===== src/pacing_consts.svh =====
/*
  Timing counts, limits and widths for the converter pacing block.
  Assumes core_clk at 125 MHz and a 5 MHz internal timebase derived from it.
*/
`ifndef PACING_CONSTS_SVH
`define PACING_CONSTS_SVH

`define CLK_PERIOD_NS        8
`define TIMEBASE_HZ          5000000
`define CLK_HZ               125000000
`define TB_DIV               (`CLK_HZ / `TIMEBASE_HZ)
`define TB_DIV_M1            5'h18
`define START_LAT_NS         400
`define START_LAT_CYC        (`START_LAT_NS / `CLK_PERIOD_NS)
`define ENABLE_LAT_NS        1000
`define ENABLE_LAT_CYC       (`ENABLE_LAT_NS / `CLK_PERIOD_NS)
`define BURST_STEP_NS        1000
`define BURST_STEP_CYC       (`BURST_STEP_NS / `CLK_PERIOD_NS)
`define BURST_STEP_M1        7'h7C
`define BURST_MIN_US         6'h03
`define BURST_MAX_US         7'h40
`define PACER_DIV_MIN        32'h0000_000F
`define QUEUE_LEN_W          8
`define SAMPLE_CNT_W         32

`endif


===== src/pacing_pkg.sv =====
/*
  Types for the converter pacing block.
  Assumes pacing_consts.svh is on the include path.
*/
package pacing_pkg;

  typedef enum logic [1:0] {
    PACER_SOFTWARE = 2'h0,
    PACER_INTERNAL = 2'h1,
    PACER_EXTERNAL = 2'h2
  } pacer_src_t;

  typedef enum logic [1:0] {
    START_INTERNAL = 2'h0,
    START_DIGITAL  = 2'h1
  } start_src_t;

  typedef enum logic [1:0] {
    STOP_NONE      = 2'h0,
    STOP_ABOUT     = 2'h1,
    STOP_PRE       = 2'h2
  } stop_mode_t;

  typedef enum logic [3:0] {
    ST_IDLE    = 4'b0001,
    ST_WAIT    = 4'b0010,
    ST_RUN     = 4'b0100,
    ST_DONE    = 4'b1000
  } acq_state_t;

  typedef struct packed {
    logic                      burst_mode;
    pacer_src_t                pacer_src;
    logic                      ext_clk_falling;
    start_src_t                start_src;
    logic                      trig_falling;
    stop_mode_t                stop_mode;
    logic                      gate_enable;
    logic                      gate_active_low;
    logic [31:0]               pacer_divisor;
    logic [6:0]                burst_period_us;
    logic [7:0]                queue_last;
    logic [31:0]               post_count;
  } acq_cfg_t;

endpackage : pacing_pkg


===== src/tick_divider.sv =====
/*
  Programmable down-counter producing one-cycle ticks.
  Assumes load is a one-cycle restart; divisor of zero is treated as one.
*/
module tick_divider (
  input  wire logic        core_clk,
  input  wire logic        resetn,
  input  wire logic        run,
  input  wire logic        step,
  input  wire logic        load,
  input  wire logic [31:0] divisor,
  output logic             tick
);
  logic [31:0] count_reg;
  logic [31:0] count_next;
  wire         expire = run && step && (count_reg <= 32'h0000_0001);

  assign count_next = load   ? divisor :
                      expire ? divisor :
                      (run && step) ? count_reg - 32'h0000_0001 : count_reg;

  always_ff @(posedge core_clk) begin
    if (!resetn) begin
      count_reg <= 32'h0000_0000;
      tick      <= 1'b0;
    end else begin
      count_reg <= count_next;
      tick      <= expire && !load;
    end
  end
endmodule : tick_divider


===== src/adc_pacing_trigger_control.sv =====
/*
  Converter pacing, burst and trigger sequencing over a channel queue.
  Assumes static configuration while enabled and asynchronous pins from outside.
*/
// Notes on behaviour
// - Paced and burst modes; paced by default.
// - Paced: one conversion per pacer tick, next channel.
// - Burst: each pacer tick scans whole queue.
// - Burst conversions spaced by burst clock period.
// - Internal pacer counts 5 MHz timebase.
// - Software pacer converts only on host command.
// - External pace clock edge polarity is selectable.
// - Burst period 3 to 64 us, 1 us steps.
// - Internal start begins on software enable.
// - Digital trigger edge polarity is selectable.
// - Internal clock idle until trigger, then aligned.
// - External clock: trigger arms, next edge converts.
// - Onboard clock starts within 1 us of enable.
// - About trigger stops after programmed sample count.
// - Pre-trigger sampling ends on digital trigger.
// - Gate inactive halts internal and external pacer, not software pacer; reloads on activation.
`include "pacing_consts.svh"
module adc_pacing_trigger_control
  import pacing_pkg::*;
(
  input  wire logic        core_clk,
  input  wire logic        resetn,
  input  wire acq_cfg_t    cfg,
  input  wire logic        acq_enable,
  input  wire logic        sw_convert,
  input  wire logic        simultaneous_sample_hold_mode,
  input  wire logic        external_pace_clock_in,
  input  wire logic        trigger_gate_in,
  output logic             convert_start,
  output logic [7:0]       channel_index,
  output logic             acq_running,
  output logic             acq_done
);
  // ----------------------------------------------------------------
  // Pin synchronisers
  // ----------------------------------------------------------------
  logic [1:0] xclk_sync_reg;
  logic [1:0] trig_sync_reg;
  logic       xclk_prev_reg;
  logic       trig_prev_reg;

  always_ff @(posedge core_clk) begin
    if (!resetn) begin
      xclk_sync_reg <= 2'h0;
      trig_sync_reg <= 2'h0;
      xclk_prev_reg <= 1'b0;
      trig_prev_reg <= 1'b0;
    end else begin
      xclk_sync_reg <= {xclk_sync_reg[0], external_pace_clock_in};
      trig_sync_reg <= {trig_sync_reg[0], trigger_gate_in};
      xclk_prev_reg <= xclk_sync_reg[1];
      trig_prev_reg <= trig_sync_reg[1];
    end
  end

  function automatic logic edge_of(input logic now, input logic prev, input logic falling);
    edge_of = falling ? (prev && !now) : (!prev && now);
  endfunction : edge_of

  wire xclk_edge = edge_of(xclk_sync_reg[1], xclk_prev_reg, cfg.ext_clk_falling);
  wire trig_edge = edge_of(trig_sync_reg[1], trig_prev_reg, cfg.trig_falling);
  // Gate shares the trigger pin; level taken after synchronising
  wire gate_open = !cfg.gate_enable || (trig_sync_reg[1] ^ cfg.gate_active_low);

  // ----------------------------------------------------------------
  // Timebase and acquisition state
  // ----------------------------------------------------------------
  acq_state_t state_reg;
  acq_state_t state_next;
  logic [4:0] tb_cnt_reg;
  logic       gate_prev_reg;
  logic       about_seen_reg;
  logic [31:0] post_cnt_reg;

  wire tb_step   = (tb_cnt_reg == `TB_DIV_M1);
  wire running   = (state_reg == ST_RUN);
  wire use_trig  = (cfg.start_src == START_DIGITAL);
  wire gate_rise = gate_open && !gate_prev_reg;
  // Digital trigger starts the run; with internal start and a stop mode it is the stop event instead
  wire start_evt = use_trig ? trig_edge : 1'b1;
  wire stop_trig = running && trig_edge && (cfg.stop_mode != STOP_NONE) && !use_trig;
  wire start_go  = (state_reg == ST_WAIT) && start_evt;
  wire pacer_load = start_go || (cfg.gate_enable && gate_rise);

  logic pacer_tick;
  tick_divider u_pacer (
    .core_clk (core_clk),
    .resetn   (resetn),
    .run      (running && gate_open && (cfg.pacer_src == PACER_INTERNAL)),
    .step     (tb_step),
    .load     (pacer_load),
    .divisor  (cfg.pacer_divisor),
    .tick     (pacer_tick)
  );

  // ----------------------------------------------------------------
  // Pacer source select
  // ----------------------------------------------------------------
  // First internal conversion follows the trigger directly, well inside 400 ns
  logic first_reg;
  wire pace_evt = !running ? 1'b0 :
                  (cfg.pacer_src == PACER_SOFTWARE) ? sw_convert :
                  (cfg.pacer_src == PACER_INTERNAL) ? (first_reg || pacer_tick) :
                  (xclk_edge && gate_open);

  // ----------------------------------------------------------------
  // Burst sequencer
  // ----------------------------------------------------------------
  logic        burst_active_reg;
  logic [6:0]  burst_cyc_reg;
  logic [6:0]  burst_us_reg;
  logic [7:0]  burst_left_reg;
  logic [6:0]  burst_period;
  // Clamp to the legal range so a bad setting cannot outrun the converter
  assign burst_period = (cfg.burst_period_us < 7'(`BURST_MIN_US)) ? 7'(`BURST_MIN_US) :
                        (cfg.burst_period_us > `BURST_MAX_US) ? `BURST_MAX_US :
                        cfg.burst_period_us;
  wire us_step    = (burst_cyc_reg == `BURST_STEP_M1);
  wire burst_slot = burst_active_reg && us_step && (burst_us_reg == burst_period - 7'h01);
  // Hold accessory spends one extra slot per scan
  wire [7:0] scan_len = cfg.queue_last + (simultaneous_sample_hold_mode ? 8'h01 : 8'h00);
  wire burst_begin = cfg.burst_mode && pace_evt && !burst_active_reg;
  wire conv_now = cfg.burst_mode ? (burst_begin || burst_slot) : pace_evt;

  always_ff @(posedge core_clk) begin
    if (!resetn) begin
      burst_active_reg <= 1'b0;
      burst_cyc_reg    <= 7'h00;
      burst_us_reg     <= 7'h00;
      burst_left_reg   <= 8'h00;
    end else if (burst_begin) begin
      burst_active_reg <= (scan_len != 8'h00);
      burst_cyc_reg    <= 7'h00;
      burst_us_reg     <= 7'h00;
      burst_left_reg   <= scan_len;
    end else if (burst_active_reg) begin
      burst_cyc_reg <= us_step ? 7'h00 : burst_cyc_reg + 7'h01;
      if (burst_slot) begin
        burst_us_reg     <= 7'h00;
        burst_left_reg   <= burst_left_reg - 8'h01;
        burst_active_reg <= (burst_left_reg != 8'h01) && running;
      end else if (us_step) begin
        burst_us_reg <= burst_us_reg + 7'h01;
      end
    end
  end

  // ----------------------------------------------------------------
  // Channel queue and stop counting
  // ----------------------------------------------------------------
  wire [7:0] chan_wrap = (channel_index >= cfg.queue_last) ? 8'h00 : channel_index + 8'h01;
  wire post_done = about_seen_reg && conv_now && (post_cnt_reg <= 32'h0000_0001);

  always_comb begin
    state_next = state_reg;
    case (state_reg)
      ST_IDLE: if (acq_enable) state_next = ST_WAIT;
      ST_WAIT: if (!acq_enable) state_next = ST_IDLE;
               else if (start_evt) state_next = ST_RUN;
      ST_RUN: begin
        if (!acq_enable) state_next = ST_IDLE;
        else if (stop_trig && cfg.stop_mode == STOP_PRE) state_next = ST_DONE;
        else if (post_done && cfg.stop_mode == STOP_ABOUT) state_next = ST_DONE;
      end
      ST_DONE: if (!acq_enable) state_next = ST_IDLE;
      default: state_next = ST_IDLE;
    endcase
  end

  always_ff @(posedge core_clk) begin
    if (!resetn) begin
      state_reg      <= ST_IDLE;
      tb_cnt_reg     <= 5'h00;
      gate_prev_reg  <= 1'b0;
      first_reg      <= 1'b0;
      about_seen_reg <= 1'b0;
      post_cnt_reg   <= 32'h0000_0000;
      convert_start  <= 1'b0;
      channel_index  <= 8'h00;
      acq_running    <= 1'b0;
      acq_done       <= 1'b0;
    end else begin
      state_reg     <= state_next;
      // Timebase restarts with the run so the first tick is aligned
      tb_cnt_reg    <= (start_go || tb_step) ? 5'h00 : tb_cnt_reg + 5'h01;
      gate_prev_reg <= gate_open;
      first_reg     <= start_go && (cfg.pacer_src == PACER_INTERNAL);
      convert_start <= conv_now && running;
      if (state_reg != ST_RUN) begin
        channel_index <= 8'h00;
      end else if (conv_now) begin
        channel_index <= chan_wrap;
      end
      if (stop_trig && cfg.stop_mode == STOP_ABOUT && !about_seen_reg) begin
        about_seen_reg <= 1'b1;
        post_cnt_reg   <= cfg.post_count;
      end else if (state_reg != ST_RUN) begin
        about_seen_reg <= 1'b0;
      end else if (about_seen_reg && conv_now) begin
        post_cnt_reg <= post_cnt_reg - 32'h0000_0001;
      end
      acq_running <= (state_next == ST_RUN);
      acq_done    <= (state_next == ST_DONE);
    end
  end
endmodule : adc_pacing_trigger_control


===== config.mk =====
export PLATFORM = sky130hd
export DESIGN_NAME = adc_pacing_trigger_control
export DESIGN_NICKNAME = d
export VERILOG_FILES = /design/src/pacing_pkg.sv /design/src/tick_divider.sv /design/src/adc_pacing_trigger_control.sv
export VERILOG_INCLUDE_DIRS = /design/src
export SDC_FILE = /design/constraint.sdc
export NUM_CORES = 1
export LEC_CHECK = 0
export ABC_CLOCK_PERIOD_IN_PS = 7600
export BUFFER_PORTS_ARGS = -buffer_cell sky130_fd_sc_hd__buf_2
export CAP_MARGIN = 20
export CORE_MARGIN = 4
export CORE_UTILIZATION = 40
export CTS_BUF_LIST = sky130_fd_sc_hd__clkbuf_4 sky130_fd_sc_hd__clkbuf_8 sky130_fd_sc_hd__clkbuf_16
export DETAILED_ROUTE_END_ITERATION = 7
export GPL_TIMING_DRIVEN = 0
export HOLD_SLACK_MARGIN = 0.15
export PLACE_DENSITY_LB_ADDON = 0.25
export SLEW_MARGIN = 20
export SYNTH_ARGS = -nofsm -noshare
export SYNTH_HDL_FRONTEND = slang
export SYNTH_SLANG_ARGS = --single-unit

===== constraint.sdc =====
create_clock -name core_clk -period 7.6 [get_ports core_clk]
set_input_delay 0.38 -clock core_clk [delete_from_list [all_inputs] [get_ports core_clk]]
set_output_delay 0.38 -clock core_clk [all_outputs]
set_load 0.02 [all_outputs]

==> results of run 1 <==
==> metal layers <==
layer | up-vias | track usage (%) | share of wire (%)
met4 | 2 | 5.82 | 1.4
met5 | - | 0 | 0.076
met2 | 112 | 29.7 | 47
met1 | 2769 | 24.4 | 47
met3 | 20 | 4.35 | 4.5
li1 | 3102 | - | -
==> critical path, delay by kind of cell <==
kind | cells | cell delay (ns)
AO/OA/AOI/OAI | 4 | 1.08
XOR/XNOR | 1 | 0.19
buffers and inverters | 2 | 0.55
adder cells (fa/ha/maj) | 1 | 0.30
AND/OR/NAND/NOR | 5 | 1.43
==> cell type report <==
class / instances / area (µm²)
Buffer: 40 / 171
Clock buffer: 22 / 475
Clock inverter: 9 / 175
Fill cell: 1651 / 8300
Inverter: 27 / 101
Multi-Input combinational cell: 609 / 4130
Sequential cell: 117 / 2340
Tap cell: 220 / 275
Timing Repair Buffer: 107 / 556
==> kinds of logic (layout without fill, tap and decap cells) <==
group	after synthesis	in the layout	share of synthesized area [%]
simple gates	292	292	23.0
flops	117	117	34.7
fa+ha+maj	23	23	4.27
compound gates	191	191	20.4
buf+inv	67	205	4.05
xor+xnor	97	97	12.6
mux	6	6	0.891
==> synth_stat cells (all sizes together), types with 2 or more instances <==
cell,instances,area (µm²)
a211oi,27,203
nand4b,2,17.5
o22ai,2,12.5
or3,14,97.6
nor3,27,140
or4,9,75.1
a2111oi,21,359
nand3,28,140
a31oi,4,25.0
dfxtp,117,2340
nand2b,16,110
nor2,78,293
a311o,2,20.0
a21boi,2,15.0
clkbuf,33,125
inv,27,101
xor2,26,228
o21bai,4,30.0
o221ai,3,32.5
xnor2,71,622
buf,7,46.3
o31ai,4,30.0
and3,2,12.5
or2,8,50.1
nor4b,6,67.6
nand2,51,191
and2,6,37.5
nor4,12,75.1
or4b,4,40.0
a21oi,53,265
ha,23,288
and4,2,17.5
nand3b,7,52.6
nand4,9,56.3
nor2b,6,37.5
nor3b,3,22.5
mux2i,6,60.1
o21ai,59,299
==> layout by cell type (no fill, tap or decap), types with 27 or more instances in the layout <==
cell,n
nand2_1,51
inv_1,27
dfxtp_1,117
clkbuf_1,32
o21ai_0,52
nor2_1,78
a21oi_1,53
nand3_1,28
buf_2,104
a211oi_1,27
xnor2_1,71
==> timing repair <==
item / in CTS / in global routing
endpoints found under the hold margin: 4 / 0
hold buffers: 4 / 0
gates resized for setup: 0 / 0
==> metrics by stage <==
step	utilization (%)	instances	setup WS (ns)
3_3_place_gp	45.6	1116	3.55
6_report	49.8	1151	3.93
3_5_place_dp	45.6	1116	3.46
2_1_floorplan	-	793	4.22
5_1_grt	49.8	1151	3.52
4_1_cts	49.8	1151	3.90
==> worst paths after layout <==
kind / endpoint / cells past startpoint
min: post_cnt_reg[16]$_SDFFE_PN0P_ / 3
max reg2reg: post_cnt_reg[24]$_SDFFE_PN0P_ / 10
max: post_cnt_reg[24]$_SDFFE_PN0P_ / 13
min reg2reg: xclk_sync_reg[1]$_SDFF_PN0_ / 1
==> power groups by stage <==
| stage | sequential (W) | combinational, W | clock, W |
|---|---|---|---|
| 3_5_place_dp | 0.000661 | 0.000140 | 0 |
| 6_report | 0.000648 | 0.000141 | 0.000888 |
| 3_3_place_gp | 0.000660 | 0.000139 | 0 |
| 2_1_floorplan | 0.000657 | 0.0000887 | 0 |
| 5_1_grt | 0.000651 | 0.000160 | 0.000931 |
| 4_1_cts | 0.000648 | 0.000142 | 0.000903 |
==> impl_results.md, run 1 <==
- WS Path Type: in2reg
- Gr ovfl total: 0
- Worst hold margin: 0.166 ns
- Syn-to-layout area delta: 22.1%
- Post-synthesis cell count: 793
- Worst-path fanout max: 10
- TritonCTS Sinks: 117
- Final Hold Viols: 0
- IO Port Bufs: 103
- Largest stage delay, worst path: 0.63 ns
- Setup TNS: 0 ns
- Clk slew on worst S/H paths: 0.05 ns
- Hold_sp: cfg[16]
- Placed instance area: 7540 µm²
- Ys async rst share: 0%
- Clk_skew: 0.00764 ns
- Number of global-route vias before repair: 5756
- Fin nets: 1039
- Initial antenna violation count: 1
- WL final: 17.1 mm
- # DRC: 0
- Cell variety after synth: 67
- H-tree levels: 4
- Worst Max-Slew Pin Slew: 1.06 ns
- Post-CTS setup buffers: 0
- Initial core utilization: 40.8%
- Die area: 19000 µm²
- Main flop type after synthesis: dfxtp_1
- Leak pwr: 3.10 nW
- Routability cong.: 0.845
- Core ar.: 16500 µm²
- Fmax: 273 MHz
- CP startpoint: cfg[44]
- Worst endpoint required time: 7.88 ns
- Dpl hpwl: 12.6 mm
- TritonCTS Buffers: 17
- CP Capture Type: flop
- Reg2reg setup slack: 4.35 ns
- RSZ-0062 raised after global routing: no
- Drt first-iter violations: 285
- First-pass GRT wire length: 27.7 mm
- Final ANT Viol Nets: 0
- CTS tree: done
- Via count: 6005
- Ordered list of cells on the worst path: clkbuf_1 > nor4_1 > o21bai_1 > ha_1 > or4b_1 > nor4b_1 > o22ai_1 > nor2_1 > nand4_1 > buf_2 > a2111oi_0 > xnor2_1 > a21oi_1
- Max-cap check violation count: 0
- Switching power: 0.000376 W
- Die Span Y: 138 µm
- Sequential area share after synthesis: 34.7%
- Tcrit/Tclk final: 48.3%
- Post-Syn Area per Cell: 8.50 µm²
- Pin count of the biggest net entering global routing: 17
- Worst setup SP type: input port
- Drt wl/cell: 14.9 µm
- Num rows: 47
- Final Cell Area: 8230 µm²
- Root buf cell: clkbuf_16
- Max Slew Vio Count: 0
- Ports: 108
- Setup violators final: 0
- Peak VDD IR: 184 µV
- YS warnings: 0
- GRT Total Usage: 18.4%
- Post-synth EDFFs: 0
- Worst EP arrival: 3.95 ns
- Min-Delay Path Class: in2reg
- P_int: 0.00130 W
- Clock Latency Late Sink: 0.42 ns
- Clock power frac: 52.9%
- Rel. slew slack: 29.4%
- Diodes inserted: 0
- Status: completed
- Yosys reg bits: 117
- Netlist Area Pre-Place: 6740 µm²
- Total power draw: 0.00168 W
- CP max stage cell: a2111oi_0
- Reg power frac: 38.6%
- Clock tree buffer depth: 2
- Sw Share: 22.4%
- First-pass iteration count of the detailed router: 4
- DR vias/cell: 5.22
- Min Tclk post-route: 3.67 ns
- Comb pwr share: 8.4%
- Die W: 138 µm
- Syn nets: 913
- Pwr dens: 204 nW/µm²
- Share of layout cells above drive strength 1: 18.5%
- FF-to-FF Start: burst_active_reg$_SDFF_PN0_
Note: power is estimated with default switching activity, not from simulation.
==> run 2: changes to the inputs <==
Settings changed: ABC_CLOCK_PERIOD_IN_PS 7600 to 3600.
Clock period 7.6 ns to 3.6 ns, I/O delays scaled along.
==> run 2 against run 1 <==
  * Final cell count rose by 5.8%
  * Register-to-register slack got worse by 4.0 ns
  * Critical path depth did not move
  * Clock skew barely moved
  * Worst setup slack got worse by 3.6 ns
  * Wire length rose by 5.7%
  * Design area rose by 8.4%
  * Non-clock buffer count rose by 66
  * Worst hold slack improved by 0.030 ns
  * Sequential power rose by 110%
  * Critical endpoint unchanged
  * Largest power group unchanged
==> impl_results.md, run 2 (synthesis results as in run 1) <==
- Clock power frac: 52.2%
- Worst hold margin: 0.196 ns
- P_int: 0.00279 W
- Max Slew Vio Count: 0
- TritonCTS Sinks: 117
- WS Path Type: in2reg
- Placed cell count: 1116
- Pwr dens: 404 nW/µm²
- Max-cap check violation count: 0
- WL final: 18.1 mm
- Setup violators final: 0
- Number of global-route vias before repair: 6106
- Initial core utilization: 40.8%
- Leak pwr: 3.39 nW
- Syn-to-layout area delta: 32.3%
- Rel. slew slack: 27.1%
- TritonCTS Buffers: 17
- CTS tree: done
- Initial antenna violation count: 1
- First-pass GRT wire length: 29.3 mm
- GRT Total Usage: 19.4%
- Num rows: 47
- Worst-path fanout max: 10
- Gr ovfl total: 0
- Worst endpoint required time: 3.88 ns
- Core ar.: 16500 µm²
- Fill count: 1572
- Fin nets: 1105
- Share of layout cells above drive strength 1: 17.9%
- Clk_skew: 0.00724 ns
- Most frequent cells in the layout: dfxtp_1 (117), buf_2 (104), nor2_1 (77), xnor2_1 (71), dlygate4sd3_1 (70)
- Fmax: 304 MHz
- Dpl hpwl: 12.6 mm
- Clk slew on worst S/H paths: 0.05 ns
- Drt first-iter violations: 299
- # DRC: 0
- Die W: 138 µm
- CP Capture Type: flop
- Switching power: 0.000810 W
- Min-Delay Path Class: in2reg
- First-pass iteration count of the detailed router: 5
- Ports: 108
- Clock tree buffer depth: 2
- DR vias/cell: 5.17
- Comb pwr share: 9.9%
- Commonest non-fill, non-tap cell in the layout: dfxtp_1
- Pin count of the biggest net entering global routing: 17
- Tcrit/Tclk final: 91.5%
- Routability cong.: 0.845
- Clock Latency Late Sink: 0.42 ns
- Worst setup SP type: input port
- Root buf cell: clkbuf_16
- Via count: 6302
- Die area: 19000 µm²
- Final Hold Viols: 0
- IO Port Bufs: 103
- Die Span Y: 138 µm
- Peak VDD IR: 389 µV
- Sw Share: 22.5%
- Drt wl/cell: 14.8 µm
- Min Tclk post-route: 3.29 ns
- Status: completed
- Worst Max-Slew Pin Slew: 1.09 ns
- Final ANT Viol Nets: 0
- RSZ-0062 raised after global routing: no
- Worst EP arrival: 3.57 ns
- Reg power frac: 38.0%
- H-tree levels: 4
- Layout Cells excl Fill: 1218
==> run 2: power groups by stage <==
| stage | Sequential [W] | Combinational [W] | Clock (W) |
|---|---|---|---|
| 3_5_place_dp | 0.00139 | 0.000296 | 0 |
| 4_1_cts | 0.00137 | 0.000355 | 0.00191 |
| 6_report | 0.00137 | 0.000356 | 0.00188 |
| 5_1_grt | 0.00137 | 0.000398 | 0.00196 |
| 2_1_floorplan | 0.00139 | 0.000187 | 0 |
| 3_3_place_gp | 0.00139 | 0.000293 | 0 |
==> run 2: final timing paths <==
path / endpoint / cells past startpoint / slack, ns / from
worst max-delay path: post_cnt_reg[24]$_SDFFE_PN0P_ / 13 / 0.31 / cfg[44]
worst min-delay path: burst_left_reg[3]$_SDFFE_PN0P_ / 4 / 0.20 / cfg[35]
worst max register to register: u_pacer.count_reg[3]$_SDFFE_PN0P_ / 8 / 0.37 / state_reg[2]$_SDFF_PN0_
worst min register to register: xclk_sync_reg[1]$_SDFF_PN0_ / 1 / 0.43 / xclk_sync_reg[0]$_SDFF_PN0_
==> run 2: per-stage QoR <==
step / setup slack, ns / setup TNS (ns) / cell area [µm²] / power (W) / utilization, %
final: 0.307 / 0 / 8920 / 0.00360 / 54.0
after detailed placement: -0.339 / -4.42 / 7540 / 0.00169 / 45.6
after global placement: -0.254 / -3.04 / 7530 / 0.00169 / 45.6
after CTS: 0.104 / 0 / 8890 / 0.00363 / 53.8
after global routing: 0.0135 / 0 / 8920 / 0.00373 / 54.0
after floorplan: 0.419 / 0 / 6740 / 0.00157 / -
==> run 2: layout make-up <==
type / instances / area, µm² / share of cell area (%)
multi-input combinational: 609 / 4160 / 46.6
sequential: 117 / 2340 / 26.3
timing repair buffer: 173 / 1220 / 13.6
clock buffer: 22 / 475 / 5.33
tap: 220 / 275 / 3.09
clock inverter: 9 / 175 / 1.96
buffer: 40 / 173 / 1.94
inverter: 27 / 101 / 1.14
antenna: 1 / 2.50 / 0.0281
==> run 2: critical path, stage by stage <==
cell and delay, ns:
clkbuf_1 0.28, nor4_1 0.11, o21bai_1 0.24, ha_2 0.28
or4b_1 0.48, a22oi_1 0.24, nor3_1 0.09, nor3_2 0.33
nand4_1 0.25, buf_2 0.29, a2111oi_1 0.55, xnor2_1 0.18
a21oi_1 0.08
==> run 2: timing repair <==
item                                    4_1_cts  5_1_grt
buffers inserted                              0        0
endpoints found under the hold margin        72        0
gates resized for setup                       0       13
endpoints found under the setup margin        0       19
hold buffers                                 70        0
==> run 2: routing by layer <==
layer | part of all wire [%] | global-route usage (%)
met1 | 46 | 25.1
met2 | 48 | 32.1
met4 | 1.8 | 6.53
met5 | 0 | 0
met3 | 3.7 | 4.31
==> run 3: changes to the inputs <==
Settings changed: PLACE_DENSITY from default to 0.67, PLACE_DENSITY_LB_ADDON 0.25 to default, SLEW_MARGIN 20 to default.
==> run 3 against run 2 <==
  * First-iteration DRC count shrank 24%
  * Die area stayed put
  * Design area down 0.98%
  * Global-route usage shrank 0.66 points
  * Worst setup slack got worse by 0.054 ns
  * Clock-buffer cell count rose by 2
  * Sequential cell count unchanged
  * Sequential power is essentially flat
  * Sequential share of layout area grew 0.26 points
==> impl_results.md, run 3 (synthesis results as in run 1) <==
- R2R depth: 8
- First-pass GRT wire length: 28.5 mm
- Hold endpoint: burst_left_reg[3]$_SDFFE_PN0P_
- Hold_sp: cfg[35]
- CP Capture Type: flop
- Worst setup SP type: input port
- Rel. slew slack: 31.4%
- Fin nets: 1105
- Final ANT Viol Nets: 0
- Final Hold Viols: 0
- Clk slew on worst S/H paths: 0.05 ns
- Pin count of the biggest net entering global routing: 17
- Min-Delay Path Class: in2reg
- Leak pwr: 3.35 nW
- Setup violators final: 0
- First-pass iteration count of the detailed router: 6
- IO Port Bufs: 103
- Gr ovfl total: 0
- WL final: 17.6 mm
- Dpl hpwl: 12.3 mm
- Worst EP arrival: 3.63 ns
- Post-CTS setup buffers: 0
- CTS tree: done
- Commonest non-fill, non-tap cell in the layout: dfxtp_1
- Clock tree buffer depth: 2
- Core ar.: 16500 µm²
- Die W: 138 µm
- Max Slew Vio Count: 0
- Routability cong.: 0.861
- Final Util: 53.4%
- Hold depth: 4
- Worst endpoint required time: 3.88 ns
- Diodes inserted: 0
- GRT Total Usage: 18.7%
- Die area: 19000 µm²
- H-tree levels: 4
- Tcrit/Tclk final: 93.0%
- FF-to-FF Start: state_reg[2]$_SDFF_PN0_
- Syn-to-layout area delta: 31.0%
- Status: completed
- Fmax: 299 MHz
- Via count: 6341
- Num rows: 47
- Number of global-route vias before repair: 6109
- # DRC: 0
- DR vias/cell: 5.21
- Reg2reg setup slack: 0.37 ns
- TritonCTS Buffers: 17
- TritonCTS Sinks: 117
- Die Span Y: 138 µm
- Clk_skew: 0.00718 ns
- Worst hold margin: 0.188 ns
- Drt first-iter violations: 226
- CP startpoint: cfg[44]
- WS Path Type: in2reg
- Pwr dens: 380 nW/µm²
- Share of layout cells above drive strength 1: 17.6%
- Worst-path fanout max: 10
- Most frequent cells in the layout: dfxtp_1 (117), buf_2 (104), nor2_1 (77), xnor2_1 (71), dlygate4sd3_1 (70)
- Initial antenna violation count: 0
- Drt wl/cell: 14.4 µm
- Worst Max-Slew Pin Slew: 1.03 ns
- Ports: 108
- Max-cap check violation count: 0
- Root buf cell: clkbuf_16
- RR Endpoint: u_pacer.count_reg[3]$_SDFFE_PN0P_
- Initial core utilization: 40.8%
- Peak VDD IR: 320 µV
- Min Tclk post-route: 3.35 ns
- Clock Latency Late Sink: 0.42 ns
==> run 3: cell types whose count changed in the layout (fill, tap and decap cells not counted), moves of 2 or more <==
cell,change
a2111oi_2,-2
clkinv_2,+2
a2111oi_0,+3
clkbuf_8,+3
bufinv_16,-4
==> run 3: worst max path at each step <==
| stage | end | cells after the start |
|---|---|---|
| floorplan | post_cnt_reg[18]$_SDFFE_PN0P_ | 13 |
| global placement | channel_index[7]$_SDFFE_PP0N_ | 12 |
| detailed placement | channel_index[6]$_SDFFE_PP0N_ | 12 |
| CTS | post_cnt_reg[23]$_SDFFE_PN0P_ | 8 |
| global route | post_cnt_reg[10]$_SDFFE_PN0P_ | 13 |
| finish | post_cnt_reg[22]$_SDFFE_PN0P_ | 13 |
==> run 3: power breakdown <==
part	total (W)	internal, W	switching [W]
clock network	0.00163	0.00105	0.000585
logic	0.000356	0.000178	0.000178
registers	0.00137	0.00133	0.0000336
total	0.00336	0.00256	0.000797
==> run 3: stage by stage <==
stage | area (µm²) | cells | power (W) | setup TNS [ns] | setup WS (ns)
3_3_place_gp | 7530 | 1116 | 0.00168 | -3.21 | -0.250
6_report | 8830 | 1218 | 0.00336 | 0 | 0.253
4_1_cts | 8810 | 1218 | 0.00338 | 0 | 0.108
2_1_floorplan | 6740 | 793 | 0.00157 | 0 | 0.419
5_1_grt | 8830 | 1218 | 0.00349 | -0.0277 | -0.0277
3_5_place_dp | 7530 | 1116 | 0.00169 | -4.49 | -0.300
==> run 3: repair_timing <==
| action | 4_1_cts | 5_1_grt |
|---|---|---|
| hold buffers | 70 | 0 |
| endpoints found under the setup margin | 0 | 24 |
| gates resized for setup | 0 | 8 |
| hold endpoints to repair | 72 | 0 |
==> run 3: area by class of cell <==
cell class	instances	area, µm²
inverter	27	101
multi-input combinational	609	4140
sequential	117	2340
buffer	40	173
timing repair buffer	173	1220
fill	1506	7690
clock buffer	24	509
clock inverter	8	72.6
tap	220	275
==> run 3: worst max-delay path, stage by stage <==
cell       delay [ns]
clkbuf_1         0.27
nor4_1           0.11
o21bai_1         0.23
ha_1             0.31
or4b_1           0.49
a22oi_1          0.23
nor3_1           0.09
nor3_2           0.35
nand4_1          0.26
buf_2            0.29
a2111oi_0        0.54
xnor2_1          0.18
a21oi_1          0.08
==> run 3: per-layer routing <==
layer	vias up	share of wire (%)	global-route usage (%)
li1	3230	-	-
met1	2961	46	23.4
met2	116	49	31.6
met3	34	3.3	3.94
met4	0	2.2	7.30
met5	-	0	0
